===== src/rtl/thermal_derate_pkg.sv =====
// thermal de-rating configuration: shared constants and types
// assumes one 40 MHz clock and a synchronous active-low reset
package thermal_derate_pkg;

    // ----------------------------------------------------------------
    // bus and register map
    // ----------------------------------------------------------------
    localparam int ADDR_W = 4;
    localparam logic [ADDR_W-1:0] NTC_LIMIT_OFFSET = 4'h0;
    localparam logic [ADDR_W-1:0] DERATE_CONFIG_OFFSET = 4'h4;
    localparam logic [ADDR_W-1:0] STATUS_OFFSET = 4'h8;
    localparam logic [ADDR_W-1:0] CONTROL_OFFSET = 4'hc;
    localparam logic [7:0] NTC_LIMIT_RESET = 8'h00;
    localparam logic [7:0] DERATE_CONFIG_RESET = 8'h00;
    localparam logic [7:0] STEP_COUNT_RESET = 8'h00;
    localparam logic [1:0] RESP_OKAY = 2'h0;
    localparam logic [1:0] RESP_SLVERR = 2'h2;

    // ----------------------------------------------------------------
    // field positions
    // ----------------------------------------------------------------
    localparam int UPPER_LSB = 4;
    localparam int LOWER_LSB = 0;
    localparam int DIE_LSB = 6;
    localparam int INTERVAL_LSB = 1;
    localparam int COMP_EN_BIT = 0;

    // ----------------------------------------------------------------
    // die threshold codes, in degrees celsius
    // ----------------------------------------------------------------
    localparam logic [1:0] DIE_OFF = 2'h0;
    localparam logic [7:0] DIE_T1_C = 8'h5a; // 90
    localparam logic [7:0] DIE_T2_C = 8'h64; // 100
    localparam logic [7:0] DIE_T3_C = 8'h6e; // 110

    // ----------------------------------------------------------------
    // timing
    // ----------------------------------------------------------------
    localparam longint CLK_HZ = 40000000;
    localparam longint STEP_UNIT_S = 2;
    localparam longint STEP_UNIT_CYCLES = STEP_UNIT_S * CLK_HZ;

    typedef enum logic [1:0] {
        LIM_IDLE = 2'b00,
        LIM_REDUCE = 2'b01,
        LIM_HOLD = 2'b10
    } lim_state_t;

endpackage : thermal_derate_pkg


===== src/rtl/ntc_level_table.sv =====
// ntc resistance table: sixteen fixed points in units of 10 ohm
// assumes a purely combinational lookup
`timescale 1ns/10ps
`default_nettype none
module ntc_level_table (
    input wire logic [3:0] code,
    output logic [13:0] res_10ohm
);
    // monotone from 79.67 kohm at code 0 down to 5.87 kohm at code 15
    always_comb begin
        case (code)
            4'h0: res_10ohm = 14'd7967;
            4'h1: res_10ohm = 14'd4335;
            4'h2: res_10ohm = 14'd2977;
            4'h3: res_10ohm = 14'd2267;
            4'h4: res_10ohm = 14'd1830;
            4'h5: res_10ohm = 14'd1534;
            4'h6: res_10ohm = 14'd1321;
            4'h7: res_10ohm = 14'd1160;
            4'h8: res_10ohm = 14'd1034;
            4'h9: res_10ohm = 14'd932;
            4'ha: res_10ohm = 14'd849;
            4'hb: res_10ohm = 14'd779;
            4'hc: res_10ohm = 14'd720;
            4'hd: res_10ohm = 14'd669;
            4'he: res_10ohm = 14'd625;
            default: res_10ohm = 14'd587;
        endcase
    end
endmodule : ntc_level_table
`default_nettype wire


===== src/rtl/thermal_derate.sv =====
// thermal de-rating: ntc limit compare, step limiter, die threshold
// assumes an axi4-lite master and an adc delivering the ntc resistance
`timescale 1ns/10ps
`default_nettype none
module thermal_derate
    import thermal_derate_pkg::*;
#(
    parameter longint STEP_UNIT = STEP_UNIT_CYCLES,
    parameter int STEP_W = 8
) (
    input wire logic aclk,
    input wire logic aresetn,
    input wire logic [ADDR_W-1:0] s_axi_awaddr,
    input wire logic s_axi_awvalid,
    output logic s_axi_awready,
    input wire logic [31:0] s_axi_wdata,
    input wire logic [3:0] s_axi_wstrb,
    input wire logic s_axi_wvalid,
    output logic s_axi_wready,
    output logic [1:0] s_axi_bresp,
    output logic s_axi_bvalid,
    input wire logic s_axi_bready,
    input wire logic [ADDR_W-1:0] s_axi_araddr,
    input wire logic s_axi_arvalid,
    output logic s_axi_arready,
    output logic [31:0] s_axi_rdata,
    output logic [1:0] s_axi_rresp,
    output logic s_axi_rvalid,
    input wire logic s_axi_rready,
    input wire logic io_supply_enable_pin,
    input wire logic pwm_in,
    input wire logic [13:0] ntc_res_10ohm,
    input wire logic [7:0] die_temp_c,
    output logic pwm_out,
    output logic die_derate_active,
    output logic [STEP_W-1:0] ntc_step_count
);

    // ----------------------------------------------------------------
    // register state
    // ----------------------------------------------------------------
    logic [7:0] ntc_limit_thresholds_reg, ntc_limit_thresholds_next;
    logic [7:0] thermal_derate_config_reg, thermal_derate_config_next;
    logic aw_held_reg, aw_held_next;
    logic w_held_reg, w_held_next;
    logic [ADDR_W-1:0] aw_addr_reg, aw_addr_next;
    logic [31:0] w_data_reg, w_data_next;
    logic [3:0] w_strb_reg, w_strb_next;
    logic bvalid_reg, bvalid_next;
    logic [1:0] bresp_reg, bresp_next;
    logic rvalid_reg, rvalid_next;
    logic [31:0] rdata_reg, rdata_next;
    logic [1:0] rresp_reg, rresp_next;
    logic step_clear_req;

    // field views
    logic [3:0] ntc_upper_limit_code;
    logic [3:0] ntc_lower_limit_code;
    logic [1:0] die_derate_threshold;
    logic [4:0] ntc_step_interval;
    logic ntc_compensation_on;

    assign ntc_upper_limit_code = ntc_limit_thresholds_reg[UPPER_LSB +: 4];
    assign ntc_lower_limit_code = ntc_limit_thresholds_reg[LOWER_LSB +: 4];
    assign die_derate_threshold = thermal_derate_config_reg[DIE_LSB +: 2];
    assign ntc_step_interval = thermal_derate_config_reg[INTERVAL_LSB +: 5];
    assign ntc_compensation_on = thermal_derate_config_reg[COMP_EN_BIT];

    // decode a word-aligned register index
    function automatic logic [1:0] reg_index(input logic [ADDR_W-1:0] a);
        reg_index = a[3:2];
    endfunction : reg_index

    // ----------------------------------------------------------------
    // axi4-lite slave
    // ----------------------------------------------------------------
    logic do_write;
    logic [7:0] wbyte;
    logic [7:0] status_byte;

    assign s_axi_awready = !aw_held_reg;
    assign s_axi_wready = !w_held_reg;
    assign s_axi_arready = !rvalid_reg;
    assign s_axi_bvalid = bvalid_reg;
    assign s_axi_bresp = bresp_reg;
    assign s_axi_rvalid = rvalid_reg;
    assign s_axi_rdata = rdata_reg;
    assign s_axi_rresp = rresp_reg;
    assign do_write = aw_held_reg && w_held_reg && !bvalid_reg;
    assign wbyte = w_data_reg[7:0];

    // write/read channel next state
    always_comb begin
        aw_held_next = aw_held_reg;
        w_held_next = w_held_reg;
        aw_addr_next = aw_addr_reg;
        w_data_next = w_data_reg;
        w_strb_next = w_strb_reg;
        bvalid_next = bvalid_reg;
        bresp_next = bresp_reg;
        rvalid_next = rvalid_reg;
        rdata_next = rdata_reg;
        rresp_next = rresp_reg;
        ntc_limit_thresholds_next = ntc_limit_thresholds_reg;
        thermal_derate_config_next = thermal_derate_config_reg;
        step_clear_req = 1'b0;
        if (s_axi_awvalid && s_axi_awready) begin
            aw_held_next = 1'b1;
            aw_addr_next = s_axi_awaddr;
        end
        if (s_axi_wvalid && s_axi_wready) begin
            w_held_next = 1'b1;
            w_data_next = s_axi_wdata;
            w_strb_next = s_axi_wstrb;
        end
        if (do_write) begin
            aw_held_next = 1'b0;
            w_held_next = 1'b0;
            bvalid_next = 1'b1;
            bresp_next = RESP_OKAY;
            case (reg_index(aw_addr_reg))
                reg_index(NTC_LIMIT_OFFSET): begin
                    if (w_strb_reg[0]) ntc_limit_thresholds_next = wbyte;
                end
                reg_index(DERATE_CONFIG_OFFSET): begin
                    if (w_strb_reg[0]) thermal_derate_config_next = wbyte;
                end
                reg_index(CONTROL_OFFSET): begin
                    step_clear_req = w_strb_reg[0] && wbyte[0]; // restore full current
                end
                default: bresp_next = RESP_SLVERR; // status is read-only
            endcase
        end
        if (bvalid_reg && s_axi_bready) begin
            bvalid_next = 1'b0;
        end
        if (s_axi_arvalid && s_axi_arready) begin
            rvalid_next = 1'b1;
            rresp_next = RESP_OKAY;
            case (reg_index(s_axi_araddr))
                reg_index(NTC_LIMIT_OFFSET): rdata_next = {24'h0, ntc_limit_thresholds_reg};
                reg_index(DERATE_CONFIG_OFFSET): rdata_next = {24'h0, thermal_derate_config_reg};
                reg_index(STATUS_OFFSET): rdata_next = {24'h0, status_byte};
                default: begin
                    rdata_next = 32'h0;
                    rresp_next = RESP_OKAY; // control reads as zero
                end
            endcase
        end else if (rvalid_reg && s_axi_rready) begin
            rvalid_next = 1'b0;
        end
    end

    // bus registers
    always_ff @(posedge aclk) begin
        if (!aresetn) begin
            aw_held_reg <= 1'b0;
            w_held_reg <= 1'b0;
            aw_addr_reg <= '0;
            w_data_reg <= 32'h0;
            w_strb_reg <= 4'h0;
            bvalid_reg <= 1'b0;
            bresp_reg <= RESP_OKAY;
            rvalid_reg <= 1'b0;
            rdata_reg <= 32'h0;
            rresp_reg <= RESP_OKAY;
            ntc_limit_thresholds_reg <= NTC_LIMIT_RESET;
            thermal_derate_config_reg <= DERATE_CONFIG_RESET;
        end else begin
            aw_held_reg <= aw_held_next;
            w_held_reg <= w_held_next;
            aw_addr_reg <= aw_addr_next;
            w_data_reg <= w_data_next;
            w_strb_reg <= w_strb_next;
            bvalid_reg <= bvalid_next;
            bresp_reg <= bresp_next;
            rvalid_reg <= rvalid_next;
            rdata_reg <= rdata_next;
            rresp_reg <= rresp_next;
            ntc_limit_thresholds_reg <= ntc_limit_thresholds_next;
            thermal_derate_config_reg <= thermal_derate_config_next;
        end
    end

    // ----------------------------------------------------------------
    // ntc limit lookup
    // ----------------------------------------------------------------
    logic [13:0] upper_res;
    logic [13:0] lower_res;

    ntc_level_table upper_table (
        .code(ntc_upper_limit_code),
        .res_10ohm(upper_res)
    );

    ntc_level_table lower_table (
        .code(ntc_lower_limit_code),
        .res_10ohm(lower_res)
    );

    // ----------------------------------------------------------------
    // ntc step limiter
    // ----------------------------------------------------------------
    localparam int TICK_W = 40;
    lim_state_t state_reg, state_next;
    logic [TICK_W-1:0] tick_reg, tick_next;
    logic [4:0] unit_reg, unit_next;
    logic [STEP_W-1:0] step_reg, step_next;
    logic below_upper;
    logic above_lower;
    logic interval_done;

    assign below_upper = ntc_res_10ohm < upper_res; // hot side
    assign above_lower = ntc_res_10ohm > lower_res; // cooled down
    assign interval_done = (tick_reg == TICK_W'(STEP_UNIT - 1)) && (unit_reg == ntc_step_interval);

    // limiter next state: steps every (code + 1) * 2 s while hot
    always_comb begin
        state_next = state_reg;
        tick_next = tick_reg;
        unit_next = unit_reg;
        step_next = step_reg;
        case (state_reg)
            LIM_IDLE: begin
                tick_next = '0;
                unit_next = 5'h0;
                if (ntc_compensation_on && below_upper) state_next = LIM_REDUCE;
            end
            LIM_REDUCE: begin
                if (tick_reg == TICK_W'(STEP_UNIT - 1)) begin
                    tick_next = '0;
                    unit_next = unit_reg + 5'h1;
                end else begin
                    tick_next = tick_reg + TICK_W'(1);
                end
                if (interval_done) begin
                    unit_next = 5'h0;
                    if (step_reg != {STEP_W{1'b1}}) step_next = step_reg + STEP_W'(1);
                end
                if (above_lower) state_next = LIM_HOLD;
            end
            LIM_HOLD: begin
                tick_next = '0;
                unit_next = 5'h0;
                if (below_upper) state_next = LIM_REDUCE;
            end
            default: state_next = LIM_IDLE;
        endcase
        if (!ntc_compensation_on) begin
            state_next = LIM_IDLE;
            step_next = STEP_W'(STEP_COUNT_RESET);
        end
        if (step_clear_req) step_next = STEP_W'(STEP_COUNT_RESET);
    end

    // limiter registers
    always_ff @(posedge aclk) begin
        if (!aresetn) begin
            state_reg <= LIM_IDLE;
            tick_reg <= '0;
            unit_reg <= 5'h0;
            step_reg <= STEP_W'(STEP_COUNT_RESET);
        end else begin
            state_reg <= state_next;
            tick_reg <= tick_next;
            unit_reg <= unit_next;
            step_reg <= step_next;
        end
    end

    // ----------------------------------------------------------------
    // die threshold and outputs
    // ----------------------------------------------------------------
    logic [7:0] die_limit_c;
    logic die_active_next, die_active_reg;
    logic pwm_next, pwm_reg;

    // threshold decode
    always_comb begin
        case (die_derate_threshold)
            2'h1: die_limit_c = DIE_T1_C;
            2'h2: die_limit_c = DIE_T2_C;
            default: die_limit_c = DIE_T3_C;
        endcase
        die_active_next = (die_derate_threshold != DIE_OFF) && (die_temp_c >= die_limit_c);
        pwm_next = io_supply_enable_pin && pwm_in;
    end

    // output registers
    always_ff @(posedge aclk) begin
        if (!aresetn) begin
            die_active_reg <= 1'b0;
            pwm_reg <= 1'b0;
        end else begin
            die_active_reg <= die_active_next;
            pwm_reg <= pwm_next;
        end
    end

    assign die_derate_active = die_active_reg;
    assign pwm_out = pwm_reg;
    assign ntc_step_count = step_reg;
    assign status_byte = {die_active_reg, 1'b0, state_reg, step_reg[3:0]};

endmodule : thermal_derate
`default_nettype wire


===== config.mk =====
export PLATFORM = sky130hd
export DESIGN_NAME = thermal_derate
export DESIGN_NICKNAME = d
export VERILOG_FILES = /design/src/rtl/thermal_derate_pkg.sv /design/src/rtl/ntc_level_table.sv /design/src/rtl/thermal_derate.sv
export SDC_FILE = /design/constraint.sdc
export NUM_CORES = 1
export LEC_CHECK = 0
export BUFFER_PORTS_ARGS = -buffer_cell sky130_fd_sc_hd__buf_2
export CAP_MARGIN = 15
export CORE_MARGIN = 2
export CORE_UTILIZATION = 57
export DETAILED_ROUTE_END_ITERATION = 12
export GPL_TIMING_DRIVEN = 1
export PLACE_DENSITY = 0.81
export SLEW_MARGIN = 20
export SYNTH_ARGS = -nofsm -noshare
export SYNTH_HDL_FRONTEND = slang
export SYNTH_SLANG_ARGS = --single-unit

===== constraint.sdc =====
create_clock -name aclk -period 3.5 [get_ports aclk]
set_input_delay 0.525 -clock aclk [delete_from_list [all_inputs] [get_ports aclk]]
set_output_delay 0.525 -clock aclk [all_outputs]
set_load 0.01 [all_outputs]

Word level (Yosys, flattened, before mapping). Memories as Yosys holds them, arrays and structs flattened. A register that Yosys moved wholly into a read port is not among the register bits. Cells that the tools add are included.

Memories: 2. Latch bits: 0. Word-level logic and storage cells: 95. Output and inout port bits: 51. Bits of input ports: 75. Register bits: 124. ROM bits: 416. Memory bits (writable): 0.

Memories: (no name shown) (depth 16, width 13, read ports 1, clocked after Yosys merged registers in 1, write ports 0, RTL line ntc_level_table.sv:11) `case (code)`; (no name shown) (depth 16, width 13, read ports 1, clocked after Yosys merged registers in 1, write ports 0, RTL line ntc_level_table.sv:11).

Mux-type cells: 20. Shifts and indexed selects: 0. Add/subtract/negate cells: 3. Reductions and logical operators: 33. Eq/ne operators: 15. $mul: 0. Bitwise operators: 2. Div/mod/pow operators: 0. $lt $le $gt $ge: 3.

Operators by type and width (count): $pmux W40 S2 (1); $add A40 B1 Y40 const B (1); $eq A40 B27 Y1 const B (1); $mux W40 (1); $pmux W8 S3 (1); $mux W4 (4); $gt A14 B14 Y1 (1); $lt A14 B14 Y1 (1); $logic_and A1 B1 Y1 (12); $pmux W6 S2 (1); $reduce_and A3 Y1 (4); $mux W5 (2); $pmux W5 S2 (1); $add A8 B1 Y8 const B (1); $eq A2 B1 Y1 const B (4); $eq A2 B2 Y1 const B (4); $ge A8 B8 Y1 (1); $mux W2 (4); $ne A8 B8 Y1 const B (1); $logic_not A2 Y1 (3); $ne A2 B2 Y1 const B (3); $pmux W2 S3 (1); $reduce_bool A2 Y1 (3); $reduce_or A2 Y1 (3); 8 further kinds (17).

Depth between registers and ports, before layout. Gate-level depths: netlist of the first run.

Word-level depth: 5. Gate-level depth with buffers: 10.

By module. From an unflattened synthesis of the first run, not the netlist that was laid out.

Cells, all modules: 803. Area, all modules: 6563.8 µm².

By module, submodules not included: thermal_derate (times used 1, cells each 694, sequential area each 1941.9 µm², area each 5770.5 µm²); ntc_level_table at upper_table (times used 1, cells each 55, sequential area each 0.0 µm², area each 406.6 µm²); ntc_level_table at lower_table (times used 1, cells each 54, sequential area each 0.0 µm², area each 386.6 µm²).

Worst setup path before layout of the first run. Ideal clock, no wire load.

Path kind: reg-to-reg. Start: reg bvalid_reg, in the netlist s_axi_bvalid. End: reg, netlist name lower_table.res_10ohm[8]. Required time: 3.384 ns. Slack: 0.576 ns. Cell stages (with the launch flop): 9. Setup time: 0.116 ns. Clock period less this slack: 2.924 ns. Arrival: 2.807 ns. Cell sequence: dfxtp_1 nand3b_1 nor4b_4 buf_2 mux2i_1 inv_1 ha_1 or4_1 and4_1.

Cells in the longest elaborated chain, start to end: 5.

RTL lines: start: declaration (RTL line thermal_derate.sv:49) `logic bvalid_reg, bvalid_next;`; start signal: assignment (RTL line thermal_derate.sv:175) `bvalid_reg <= bvalid_next;`; $logic_not A1 Y1 (RTL line thermal_derate.sv:89) `assign do_write = aw_held_reg && w_held_reg && !bvalid_reg;`; $logic_and A1 B1 Y1 (RTL line thermal_derate.sv:89); $reduce_and A3 Y1 (no line); $mux W4 (no line) (2 in a row).

No other way between the ends. A chain may end at the register's enable or synchronous reset.

Worst setup path after layout of the first run.
Start: reg bvalid_reg, in the netlist s_axi_bvalid. End: reg, netlist name lower_table.res_10ohm[8].

Cells in the longest elaborated chain, start to end: 5.

RTL lines (RTL line): $logic_not A1 Y1 (thermal_derate.sv:89); $logic_and A1 B1 Y1 (thermal_derate.sv:89); $reduce_and A3 Y1 (no line); $mux W4 (no line) (2 in a row).

No other way between the ends.

==> results of run 1 <==
cell families (layout without fill, tap and decap cells):
| logic type | count (synthesis) | count (layout) | synth area share, % |
|---|---|---|---|
| xor gates and xnor gates | 13 | 13 | 1.62 |
| muxes | 30 | 30 | 4.34 |
| other | 1 | 27 | 0.0533 |
| and+or+nand+nor | 341 | 341 | 25.6 |
| AOI/OAI and AO/OA | 188 | 188 | 16.7 |
| DFF | 123 | 123 | 35.0 |
| adders and majority gates | 49 | 49 | 8.72 |
| buffers and inverters | 116 | 160 | 7.90 |
power by group through the flow:
stage                     clock network, W  logic, W  registers [W]
after floorplan                          0  0.000116        0.00146
after global placement                   0  0.000147        0.00146
after detailed placement                 0  0.000149        0.00147
after global routing               0.00191  0.000171        0.00144
after CTS                          0.00184  0.000150        0.00143
final                              0.00182  0.000151        0.00143
Yosys cell counts, types with 21 or more instances:
cell | n | area, um2
dfxtp_1 | 123 | 2460
nand2_1 | 98 | 368
nor2_1 | 60 | 225
a21oi_1 | 50 | 250
ha_1 | 49 | 613
inv_1 | 49 | 184
nand3_1 | 34 | 170
o21ai_0 | 34 | 170
buf_4 | 28 | 210
mux2i_1 | 26 | 260
nor3_1 | 26 | 130
clkbuf_1 | 24 | 90.1
a31oi_1 | 22 | 138
nand4_1 | 21 | 131
worst max-delay path: stages, from the launching register on:
cell	delay [ps]
dfxtp_1	330
nand3b_1	300
nor4b_4	420
buf_4	250
mux2i_1	180
nand2b_1	360
inv_1	280
or4_1	440
and4_1	190
layer usage:
layer	GRT usage, %	vias up	wire length [um]
met3	6.17	41	805
met1	30.8	2860	6970
met5	0	-	0
met4	11.1	0	415
met2	43.3	177	7670
li1	-	3141	-
layout make-up:
| class | count | area [um2] | share of cell area [%] |
|---|---|---|---|
| clock buffer | 20 | 457 | 5.72 |
| inverter | 51 | 191 | 2.40 |
| clock inverter | 12 | 163 | 2.04 |
| tap | 147 | 184 | 2.31 |
| multi-input combinational | 648 | 4110 | 51.5 |
| sequential | 123 | 2460 | 30.9 |
| timing repair buffer | 77 | 410 | 5.14 |
cells in the final DEF (no fill, tap or decap), drive strengths merged, types with 8 or more instances in the layout:
master	netlist	routed
a21boi	13	13
a21oi	50	50
a31oi	22	22
and3	11	11
buf	41	77
clkbuf	24	20
conb	1	27
dfxtp	123	123
ha	49	49
inv	51	53
mux2i	26	26
nand2	98	98
nand2b	11	11
nand3	36	36
nand4	21	21
nor2	61	61
nor2b	17	17
nor3	27	27
nor4	13	13
o211a	8	8
o211ai	13	13
o21ai	50	50
or3	11	11
metrics by stage:
| step | cell area (um2) | hold WS, ps | setup slack, ps | utilization [%] | std cells |
|---|---|---|---|---|---|
| 3_5_place_dp | 7360 | 477 | 625 | 61.3 | 1046 |
| 2_1_floorplan | 7130 | 454 | 576 | - | 887 |
| 5_1_grt | 7980 | 335 | 353 | 66.4 | 1078 |
| 6_report | 7980 | 329 | 637 | 66.4 | 1078 |
| 3_3_place_gp | 7360 | 471 | 698 | 61.3 | 1046 |
| 4_1_cts | 7980 | 313 | 600 | 66.4 | 1078 |
worst max-delay path by stage:
stage,end,depth (start not counted),start
floorplan,lower_table.res_10ohm[8],8,s_axi_bvalid
global placement,lower_table.res_10ohm[8],8,s_axi_bvalid
detailed placement,lower_table.res_10ohm[8],8,s_axi_bvalid
CTS,lower_table.res_10ohm[8],8,s_axi_bvalid
global route,lower_table.res_10ohm[8],8,s_axi_bvalid
finish,lower_table.res_10ohm[8],8,s_axi_bvalid
==> results by group, run 1 <==
Run status
  • Status: complete, no violations

STA
  • Slew HR: 32.3%
  • Final Max Tran Viols: 0
  • Final period util: 81.8%
  • Worst-margin pin slew: 1010 ps
  • Fin crit period: 2860 ps
  • Max Clk Rate: 349 MHz
  • Hold Vio Cnt, Final: 0
  • Final Setup Violations: 0
  • Clock skew: 14.4 ps
  • Sum Neg Setup Slack: 0 ps
  • RSZ-0062 raised after global routing: false

Layout
  • Share of layout cells above drive strength 1: 13.3%
  • Filler Cells Inserted: 1006
  • Final Net Count: 1042
  • Number of flip-flops in the largest register: 40
  • Antenna Cells: 0
  • Layout area overhead: 13.5%

Synthesis
  • Synthesis Warnings: 0
  • Flops & latches, synth: 123
  • EDFF count, synth: 0
  • Synth Cell Area: 7030 um2
  • Top FF cell, synth: dfxtp_1
  • Avg Cell Area, Syn: 8.17 um2
  • Gate Count Post-Synth: 861
  • Yosys cell types: 70
  • Synth async-reset ratio: 0%
  • Sequential fraction of the synthesis area: 35.0%

Drt
  • Vias: 6219
  • Routed vias/inst: 5.77
  • WL/cell: 14.7 um
  • Detailed Route WL: 15.9 mm
  • Number of DRC markers in iteration 0: 404
  • ANT nets after route: 0
  • DRC violation count after routing: 0
  • TritonRoute pass-1 iters: 6

Pwr
  • Flop pwr share: 42.2%
  • Final Power: 0.00340 W
  • Pint: 0.00265 W
  • Maximum vdd drop: 0.366 mV
  • Switching pwr: 0.000755 W
  • Net Sw Frac: 22.2%
  • Clock power frac: 53.4%
  • Combinational share of power: 4.4%
  • P_leak: 3.42 nW
  • Pwr Density: 426 nW/um2

Hold path
  • Hold Path Depth: 3
  • Worst Hold Path EP: aw_held_reg
  • Min-delay src: s_axi_awvalid
  • Worst min path class: primary input to flip-flop

Placed design
  • Port bufs: 67
  • RePlAce Congestion: 0.873
  • Hpwl dp: 11.4 mm

CTS
  • Setup Buffers After CTS: 0
  • Post-CTS Hold Buffers: 0
  • Clock buffer depth: 2
  • Clock H-tree levels: 4
  • CTS resizes: 0
  • CTS tree: built
  • CTS Root Cell: clkbuf_16
  • Cts bufs inserted: 17
  • Clock-pin slew on the worst setup and hold paths: 60 ps
  • Clock latency on the worst-skew pair: 420 ps
  • CTS Sinks: 123

GRT
  • First-pass GRT wire length: 27.2 mm
  • Total gr overflow: 0
  • Largest net degree at the start of global routing: 45
  • Vias in the first global route: 5847
  • Initial antenna violation count: 0
  • Total track usage: 25.5%

Critical path
  • Crit-path max FO: 13
  • R2r startpoint: s_axi_bvalid
  • CP endpoint kind: flip-flop
  • CP Data Required Time: 3810 ps
  • CP Data Arrival Time: 3170 ps
  • Startpoint Class: flip-flop
  • R2R depth: 8
  • End of the worst register-to-register path: lower_table.res_10ohm[8]
  • Worst Setup Path Type: flip-flop to flip-flop
  • Reg2reg setup slack: 640 ps

Floorplan
  • # IOs: 126
  • Row cnt: 40
  • Initial core utilization: 58.5%
  • Die footprint: 13200 um2
  • Core ar.: 12000 um2
  • Die width: 115 um
  • Die Y: 115 um

Run
  • Max-cap viol count: 0
(Power assumes the default switching activity.)
==> run 2, diff against run 1 <==
Clock period 3.5 ns to 2.7 ns, I/O delays scaled along.
==> results by group, run 2 (synthesis results as in run 1) <==
Run status
  • Status: complete, no violations (unchanged)

Critical path
  • Crit-path max FO: 10 (was 13)
  • CP Cell Sequence: nand3b_1 > nor4b_4 > buf_4 > nand3_1 > o21ai_2 > inv_1 > ha_1 > or4_1 > and4_1 (was nand3b_1 > nor4b_4 > buf_4 > mux2i_1 > nand2b_1 > inv_1 > or4_1 > and4_1)
  • CP peak stage delay: 510 ps (was 440 ps)
  • CP delay by family, top: simple AND/OR/NAND/NOR gates (unchanged)
  • Reg2reg setup slack: 160 ps (was 640 ps)
  • CP endpoint kind: flip-flop (unchanged)
  • Worst Setup Path Type: flip-flop to flip-flop (unchanged)
  • R2r startpoint: s_axi_bvalid (unchanged)
  • WP buf/inv: 2 (unchanged)
  • CP Data Required Time: 3010 ps (was 3810 ps)
  • CP Data Arrival Time: 2850 ps (was 3170 ps)
  • Startpoint Class: flip-flop (unchanged)
  • R2R depth: 9 (was 8)
  • End of the worst register-to-register path: lower_table.res_10ohm[8] (unchanged)
  • Critical-path top delay cell: or4_1 (unchanged)

Drt
  • WL/cell: 15.1 um (was 14.7 um)
  • Routed vias/inst: 5.74 (was 5.77)
  • Met1 wire length: 7.16 mm (was 6.97 mm)
  • Highest routed layer: met4 (unchanged)
  • DRC violation count after routing: 0 (unchanged)
  • ANT nets after route: 0 (unchanged)
  • Vias: 6256 (was 6219)
  • TritonRoute pass-1 iters: 5 (was 6)
  • Met2 wire len: 8.02 mm (was 7.67 mm)
  • Number of DRC markers in iteration 0: 478 (was 404)
  • Detailed Route WL: 16.4 mm (was 15.9 mm)
  • Met3 WL: 807 um (was 805 um)

CTS
  • Cts bufs inserted: 17 (unchanged)
  • CTS Root Cell: clkbuf_16 (unchanged)
  • Clock buffer depth: 2 (unchanged)
  • Clock-pin slew on the worst setup and hold paths: 60 ps (about the same)
  • CTS tree: built (unchanged)
  • Setup Buffers After CTS: 0 (unchanged)
  • CTS resizes: 0 (unchanged)
  • CTS Sinks: 123 (unchanged)
  • Clock H-tree levels: 4 (unchanged)
  • Post-CTS Hold Buffers: 0 (unchanged)
  • Clock latency on the worst-skew pair: 420 ps (about the same)

Layout
  • Final instance area: 8050 um2 (was 7980 um2)
  • Final cell count without fillers: 1090 (was 1078)
  • Layout area overhead: 14.5% (was 13.5%)
  • Antenna Cells: 0 (unchanged)
  • Final Util: 67.1% (was 66.4%)
  • Final Net Count: 1054 (was 1042)
  • Share of layout cells above drive strength 1: 14.7% (was 13.3%)
  • Most frequent cells in the layout: dfxtp_1, nand2_1, buf_2, nor2_1, a21oi_1 (unchanged)
  • Most common cell after layout, fill and taps aside: dfxtp_1 (unchanged)
  • Filler Cells Inserted: 1036 (was 1006)
  • Number of flip-flops in the largest register: 40 (unchanged)

STA
  • Clock skew: 9.03 ps (was 14.4 ps)
  • Sum Neg Setup Slack: 0 ps (unchanged)
  • Hold Vio Cnt, Final: 0 (unchanged)
  • Fin crit period: 2540 ps (was 2860 ps)
  • RSZ-0062 raised after global routing: false (unchanged)
  • Max Clk Rate: 394 MHz (was 349 MHz)
  • Final period util: 93.9% (was 81.8%)
  • Final Max Tran Viols: 0 (unchanged)
  • Final Setup Violations: 0 (unchanged)
  • Worst-margin pin slew: 962 ps (was 1010 ps)
  • Slew HR: 35.7% (was 32.3%)

Hold path
  • Hold Path Depth: 3 (unchanged)
  • Min-delay src: s_axi_awvalid (unchanged)
  • Worst Hold Path EP: aw_held_reg (unchanged)
  • Worst min path class: primary input to flip-flop (unchanged)

Placed design
  • Dpl cells: 1058 (was 1046)
  • Placed instance area: 7470 um2 (was 7360 um2)
  • RePlAce Congestion: 0.910 (was 0.873)
  • Port bufs: 67 (unchanged)
  • Hpwl dp: 11.7 mm (was 11.4 mm)

GRT
  • Initial antenna violation count: 0 (unchanged)
  • Total gr overflow: 0 (unchanged)
  • Largest net degree at the start of global routing: 45 (unchanged)
  • Vias in the first global route: 5946 (was 5847)
  • First-pass GRT wire length: 27.7 mm (was 27.2 mm)
  • Total track usage: 26.0% (was 25.5%)

Floorplan
  • Die Y: 115 um (unchanged)
  • Row cnt: 40 (unchanged)
  • Initial core utilization: 58.5% (unchanged)
  • Die width: 115 um (unchanged)
  • # IOs: 126 (unchanged)
  • Core ar.: 12000 um2 (unchanged)
  • Die footprint: 13200 um2 (unchanged)

Pwr
  • Maximum vdd drop: 0.447 mV (was 0.366 mV)
  • P_leak: 3.47 nW (was 3.42 nW)
  • Pwr Density: 537 nW/um2 (was 426 nW/um2)

Run
  • Max-cap viol count: 0 (unchanged)
==> run 2: cell count changes in the layout (fill, tap and decap cells not counted), sizes merged <==
cell      change
buf          +12
bufinv        -1
clkbuf        -3
clkinv        -1
clkinvlp      +1
inv           +4
==> run 2: where the power goes <==
group,internal (W),switching [W]
sequential,0.00184,0.0000203
combinational,0.0000869,0.000116
clock,0.00137,0.000890
total,0.00330,0.00103
==> run 2: worst max-delay path by stage <==
stage          cells past startpoint                       end    startpoint
2_1_floorplan                      8  lower_table.res_10ohm[8]  s_axi_bvalid
3_3_place_gp                       9  lower_table.res_10ohm[8]  s_axi_bvalid
3_5_place_dp                       9  lower_table.res_10ohm[8]  s_axi_bvalid
4_1_cts                            9  lower_table.res_10ohm[8]  s_axi_bvalid
5_1_grt                            9  lower_table.res_10ohm[8]  s_axi_bvalid
6_report                           9  lower_table.res_10ohm[8]  s_axi_bvalid
==> run 2: worst min-delay path: cells and delay by family <==
family                 cells  cell delay (ps)
buffers and inverters      1               80
AND/OR/NAND/NOR            2              100
==> run 2: layer usage <==
metal	up-vias	GRT usage [%]
met2	184	43.2
met1	2869	32.3
met3	44	6.22
li1	3159	-
met4	0	11.3
met5	-	0
==> run 2: final cells by class <==
type | count | area [um2] | area share, %
inverter | 51 | 191 | 2.38
tap | 147 | 184 | 2.28
timing repair buffer | 89 | 500 | 6.21
clock inverter | 15 | 163 | 2.02
clock buffer | 17 | 425 | 5.28
multi-input combinational | 648 | 4130 | 51.3
sequential | 123 | 2460 | 30.6
==> run 2: through the flow <==
step                hold WS [ps]  setup WS [ps]  power [W]
CTS                          206            169    0.00435
finish                       203            163    0.00433
detailed placement           477            184    0.00210
global placement             473            240    0.00209
floorplan                    454           45.8    0.00205
global route                 202           2.37    0.00447
==> run 3, diff against run 2 <==
Settings changed: CORE_UTILIZATION 57 to 56, SYNTH_HIERARCHICAL set to 1.
==> results by group, run 3 <==
Layout
  • Final instance area: 7210 um2 (was 8050 um2)
  • Number of flip-flops in the largest register: 40 (unchanged)
  • Most frequent cells in the layout: dfxtp_1, nand2_1, buf_2, o21ai_0, ha_1 (was dfxtp_1, nand2_1, buf_2, nor2_1, a21oi_1)
  • Antenna Cells: 0 (unchanged)
  • Share of layout cells above drive strength 1: 15.9% (was 14.7%)
  • Most common cell after layout, fill and taps aside: dfxtp_1 (unchanged)
  • Final cell count without fillers: 1010 (was 1090)
  • Final Net Count: 988 (was 1054)
  • Layout area overhead: 9.89% (was 14.5%)

Placed design
  • Port bufs: 67 (unchanged)
  • Placed instance area: 6920 um2 (was 7470 um2)
  • Setup slack at placement: 131 ps (was 184 ps)
  • Hpwl dp: 10.6 mm (was 11.7 mm)
  • RePlAce Congestion: 0.882 (was 0.910)
  • Dpl cells: 994 (was 1058)

GRT
  • GR peak layer: met2 (unchanged)
  • Total track usage: 23.2% (was 26.0%)
  • M3 GR Usage: 3.24% (was 6.22%)
  • Total gr overflow: 0 (unchanged)
  • Met2 usage in global routing: 38.2% (was 43.2%)
  • Largest net degree at the start of global routing: 44 (was 45)
  • First-pass GRT wire length: 24.7 mm (was 27.7 mm)
  • Initial antenna violation count: 0 (unchanged)
  • M1 GR Usage: 31.8% (was 32.3%)
  • Vias in the first global route: 5366 (was 5946)

Drt
  • Number of DRC markers in iteration 0: 477 (was 478)
  • DRC violation count after routing: 0 (unchanged)
  • WL/cell: 14.4 um (was 15.1 um)
  • TritonRoute pass-1 iters: 5 (unchanged)
  • Routed vias/inst: 5.82 (was 5.74)
  • Vias: 5881 (was 6256)
  • Detailed Route WL: 14.6 mm (was 16.4 mm)
  • ANT nets after route: 0 (unchanged)

STA
  • Final period util: 95.9% (was 93.9%)
  • Max Clk Rate: 386 MHz (was 394 MHz)
  • Slew HR: 37.3% (was 35.7%)
  • Final Setup Violations: 0 (unchanged)
  • Worst-margin pin slew: 935 ps (was 962 ps)
  • Hold Vio Cnt, Final: 0 (unchanged)
  • Fin crit period: 2590 ps (was 2540 ps)
  • RSZ-0062 raised after global routing: false (unchanged)
  • PnR worst setup slack: 111 ps (was 163 ps)
  • Final Max Tran Viols: 0 (unchanged)
  • Clock skew: 8.65 ps (was 9.03 ps)
  • Sum Neg Setup Slack: 0 ps (unchanged)

Critical path
  • CP endpoint kind: flip-flop (unchanged)
  • CP delay by family, top: compound AO/OA/AOI/OAI gates (was simple AND/OR/NAND/NOR gates)
  • Worst Setup Path Type: flip-flop to flip-flop (unchanged)
  • Crit-path max FO: 9 (was 10)
  • WP buf/inv: 2 (unchanged)
  • Startpoint Class: flip-flop (unchanged)
  • CP peak stage delay: 360 ps (was 510 ps)
  • CP Data Arrival Time: 2820 ps (was 2850 ps)
  • CP Cell Sequence: buf_4 > ha_1 > a211oi_1 > a31oi_1 > inv_1 > ha_1 > a21o_1 > a21o_1 > a21oi_1 > nor2_1 > a311o_1 > a22o_1 (was nand3b_1 > nor4b_4 > buf_4 > nand3_1 > o21ai_2 > inv_1 > ha_1 > or4_1 > and4_1)
  • CP Data Required Time: 2930 ps (was 3010 ps)
  • Critical-path top delay cell: a311o_1 (was or4_1)

Floorplan
  • Initial core utilization: 57.5% (was 58.5%)
  • Die Y: 112 um (was 115 um)
  • Die width: 112 um (was 115 um)
  • # IOs: 126 (unchanged)
  • Die footprint: 12600 um2 (was 13200 um2)
  • Row cnt: 39 (was 40)
  • Core ar.: 11400 um2 (was 12000 um2)

Synthesis
  • Avg Cell Area, Syn: 8.17 um2 (about the same)
  • Synth Cell Area: 6560 um2 (was 7030 um2)
  • Yosys top cell area share: 29.6% (was 35.0%)
  • Synthesis Warnings: 6 (was 0)
  • Gate Count Post-Synth: 803 (was 861)
  • EDFF count, synth: 0 (unchanged)
  • Top-count cell post-synth: dfxtp_1 (unchanged)
  • Commonest cells post-synth: dfxtp_1, nand2_1, o21ai_0 (was dfxtp_1, nand2_1, nor2_1)
  • Top FF cell, synth: dfxtp_1 (unchanged)
  • Yosys cell types: 73 (was 70)
  • Sequential fraction of the synthesis area: 29.6% (was 35.0%)
  • Synth async-reset ratio: 0% (unchanged)
  • Synth top area cells: dfxtp_1, ha_1, nand2_1 (unchanged)
  • Post-synth top area cell: dfxtp_1 (unchanged)
  • Flops & latches, synth: 97 (was 123)

CTS
  • Clock buffer depth: 2 (unchanged)
  • Clock H-tree levels: 3 (was 4)
  • CTS Sinks: 97 (was 123)
  • CTS Root Cell: clkbuf_16 (unchanged)
  • Clock latency on the worst-skew pair: 340 ps (was 420 ps)
  • Clock-pin slew on the worst setup and hold paths: 70 ps (was 60 ps)
  • Cts bufs inserted: 9 (was 17)
  • CTS tree: built (unchanged)
  • Post-CTS Hold Buffers: 0 (unchanged)
  • Setup Buffers After CTS: 0 (unchanged)

Pwr
  • P_leak: 3.17 nW (was 3.47 nW)
  • Final Power: 0.00291 W (was 0.00433 W)
  • Pwr Density: 403 nW/um2 (was 537 nW/um2)
  • Maximum vdd drop: 0.414 mV (was 0.447 mV)

Hold path
  • Worst min path class: primary input to flip-flop (unchanged)

Run status
  • Status: complete, no violations (unchanged)

Run
  • Max-cap viol count: 0 (unchanged)
[run 3: changes by cell type in the layout (fill, tap and decap cells not counted), moves of 6 or more]
cell / before / now
o21ai_0: 34 / 62
nor4_1: 10 / 2
nor2b_1: 17 / 31
nor3_1: 26 / 13
nand3_1: 34 / 27
clkbuf_16: 17 / 9
nor2_1: 60 / 43
inv_6: 6 / 0
o21ai_1: 15 / 3
a21oi_1: 50 / 36
nand2_1: 98 / 86
dfxtp_1: 123 / 94
[run 3: cells by family (layout without fill, tap and decap cells)]
family / after synthesis / count (layout) / share of synthesized area, %
AND/OR/NAND/NOR: 293 / 293 / 24.7
adder cells (fa/ha/maj): 51 / 51 / 9.72
multiplexers: 33 / 33 / 5.43
flip-flops: 97 / 97 / 29.6
XOR/XNOR: 13 / 13 / 1.73
buffers and inverters: 115 / 153 / 9.55
other: 3 / 29 / 0.172
AO/OA/AOI/OAI: 198 / 198 / 19.1
[run 3: path summary, 6_finish.rpt]
path | startpoint | endpoint | slack, ps | cells after the start
setup / recovery | ntc_limit_thresholds_reg[4] | state_reg[1] | 110 | 12
hold / removal | s_axi_awvalid | aw_held_reg | 280 | 3
setup reg to reg | ntc_limit_thresholds_reg[4] | state_reg[1] | 110 | 12
hold reg to reg | tick_reg[5] | tick_reg[5] | 480 | 1
[run 3: worst reg2reg max path: cells and delay by family, from the launching register on]
family	cells	cell delay (ps)
buffers and inverters	2	230
flip-flops	1	310
AND/OR/NAND/NOR	1	60
adder cells (fa/ha/maj)	2	470
AO/OA/AOI/OAI	7	1400
[run 3: routing by layer]
| metal | vias to the layer above | share of wire, % |
|---|---|---|
| li1 | 2942 | - |
| met2 | 179 | 46 |
| met4 | 0 | 1.3 |
| met1 | 2739 | 48 |
| met3 | 21 | 5.2 |
| met5 | - | 0 |
[run 3: area by class of cell]
class,instances,area (um2)
clock buffer,10,229
clock inverter,6,52.6
fill,990,4210
inverter,48,180
multi-input combinational,617,4110
sequential,97,1950
tap,143,179
timing repair buffer,89,513
[run 3: what timing repair did]
| action | 4_1_cts | 5_1_grt |
|---|---|---|
| resized for setup | 0 | 6 |
| endpoints found under the setup margin | 0 | 2 |
| hold endpoints to repair | 0 | 0 |
[run 3: per-stage QoR]
| step | hold slack, ps | util [%] |
|---|---|---|
| 2_1_floorplan | 431 | - |
| 3_3_place_gp | 455 | 60.6 |
| 3_5_place_dp | 463 | 60.6 |
| 4_1_cts | 276 | 63.0 |
| 5_1_grt | 299 | 63.2 |
| 6_report | 276 | 63.2 |
[run 3: power breakdown]
group          leakage, nW  internal (W)  switching (W)
clock                0.125      0.000639       0.000591
sequential           0.787       0.00145      0.0000186
combinational         2.26     0.0000888       0.000117
total                 3.17       0.00218       0.000726
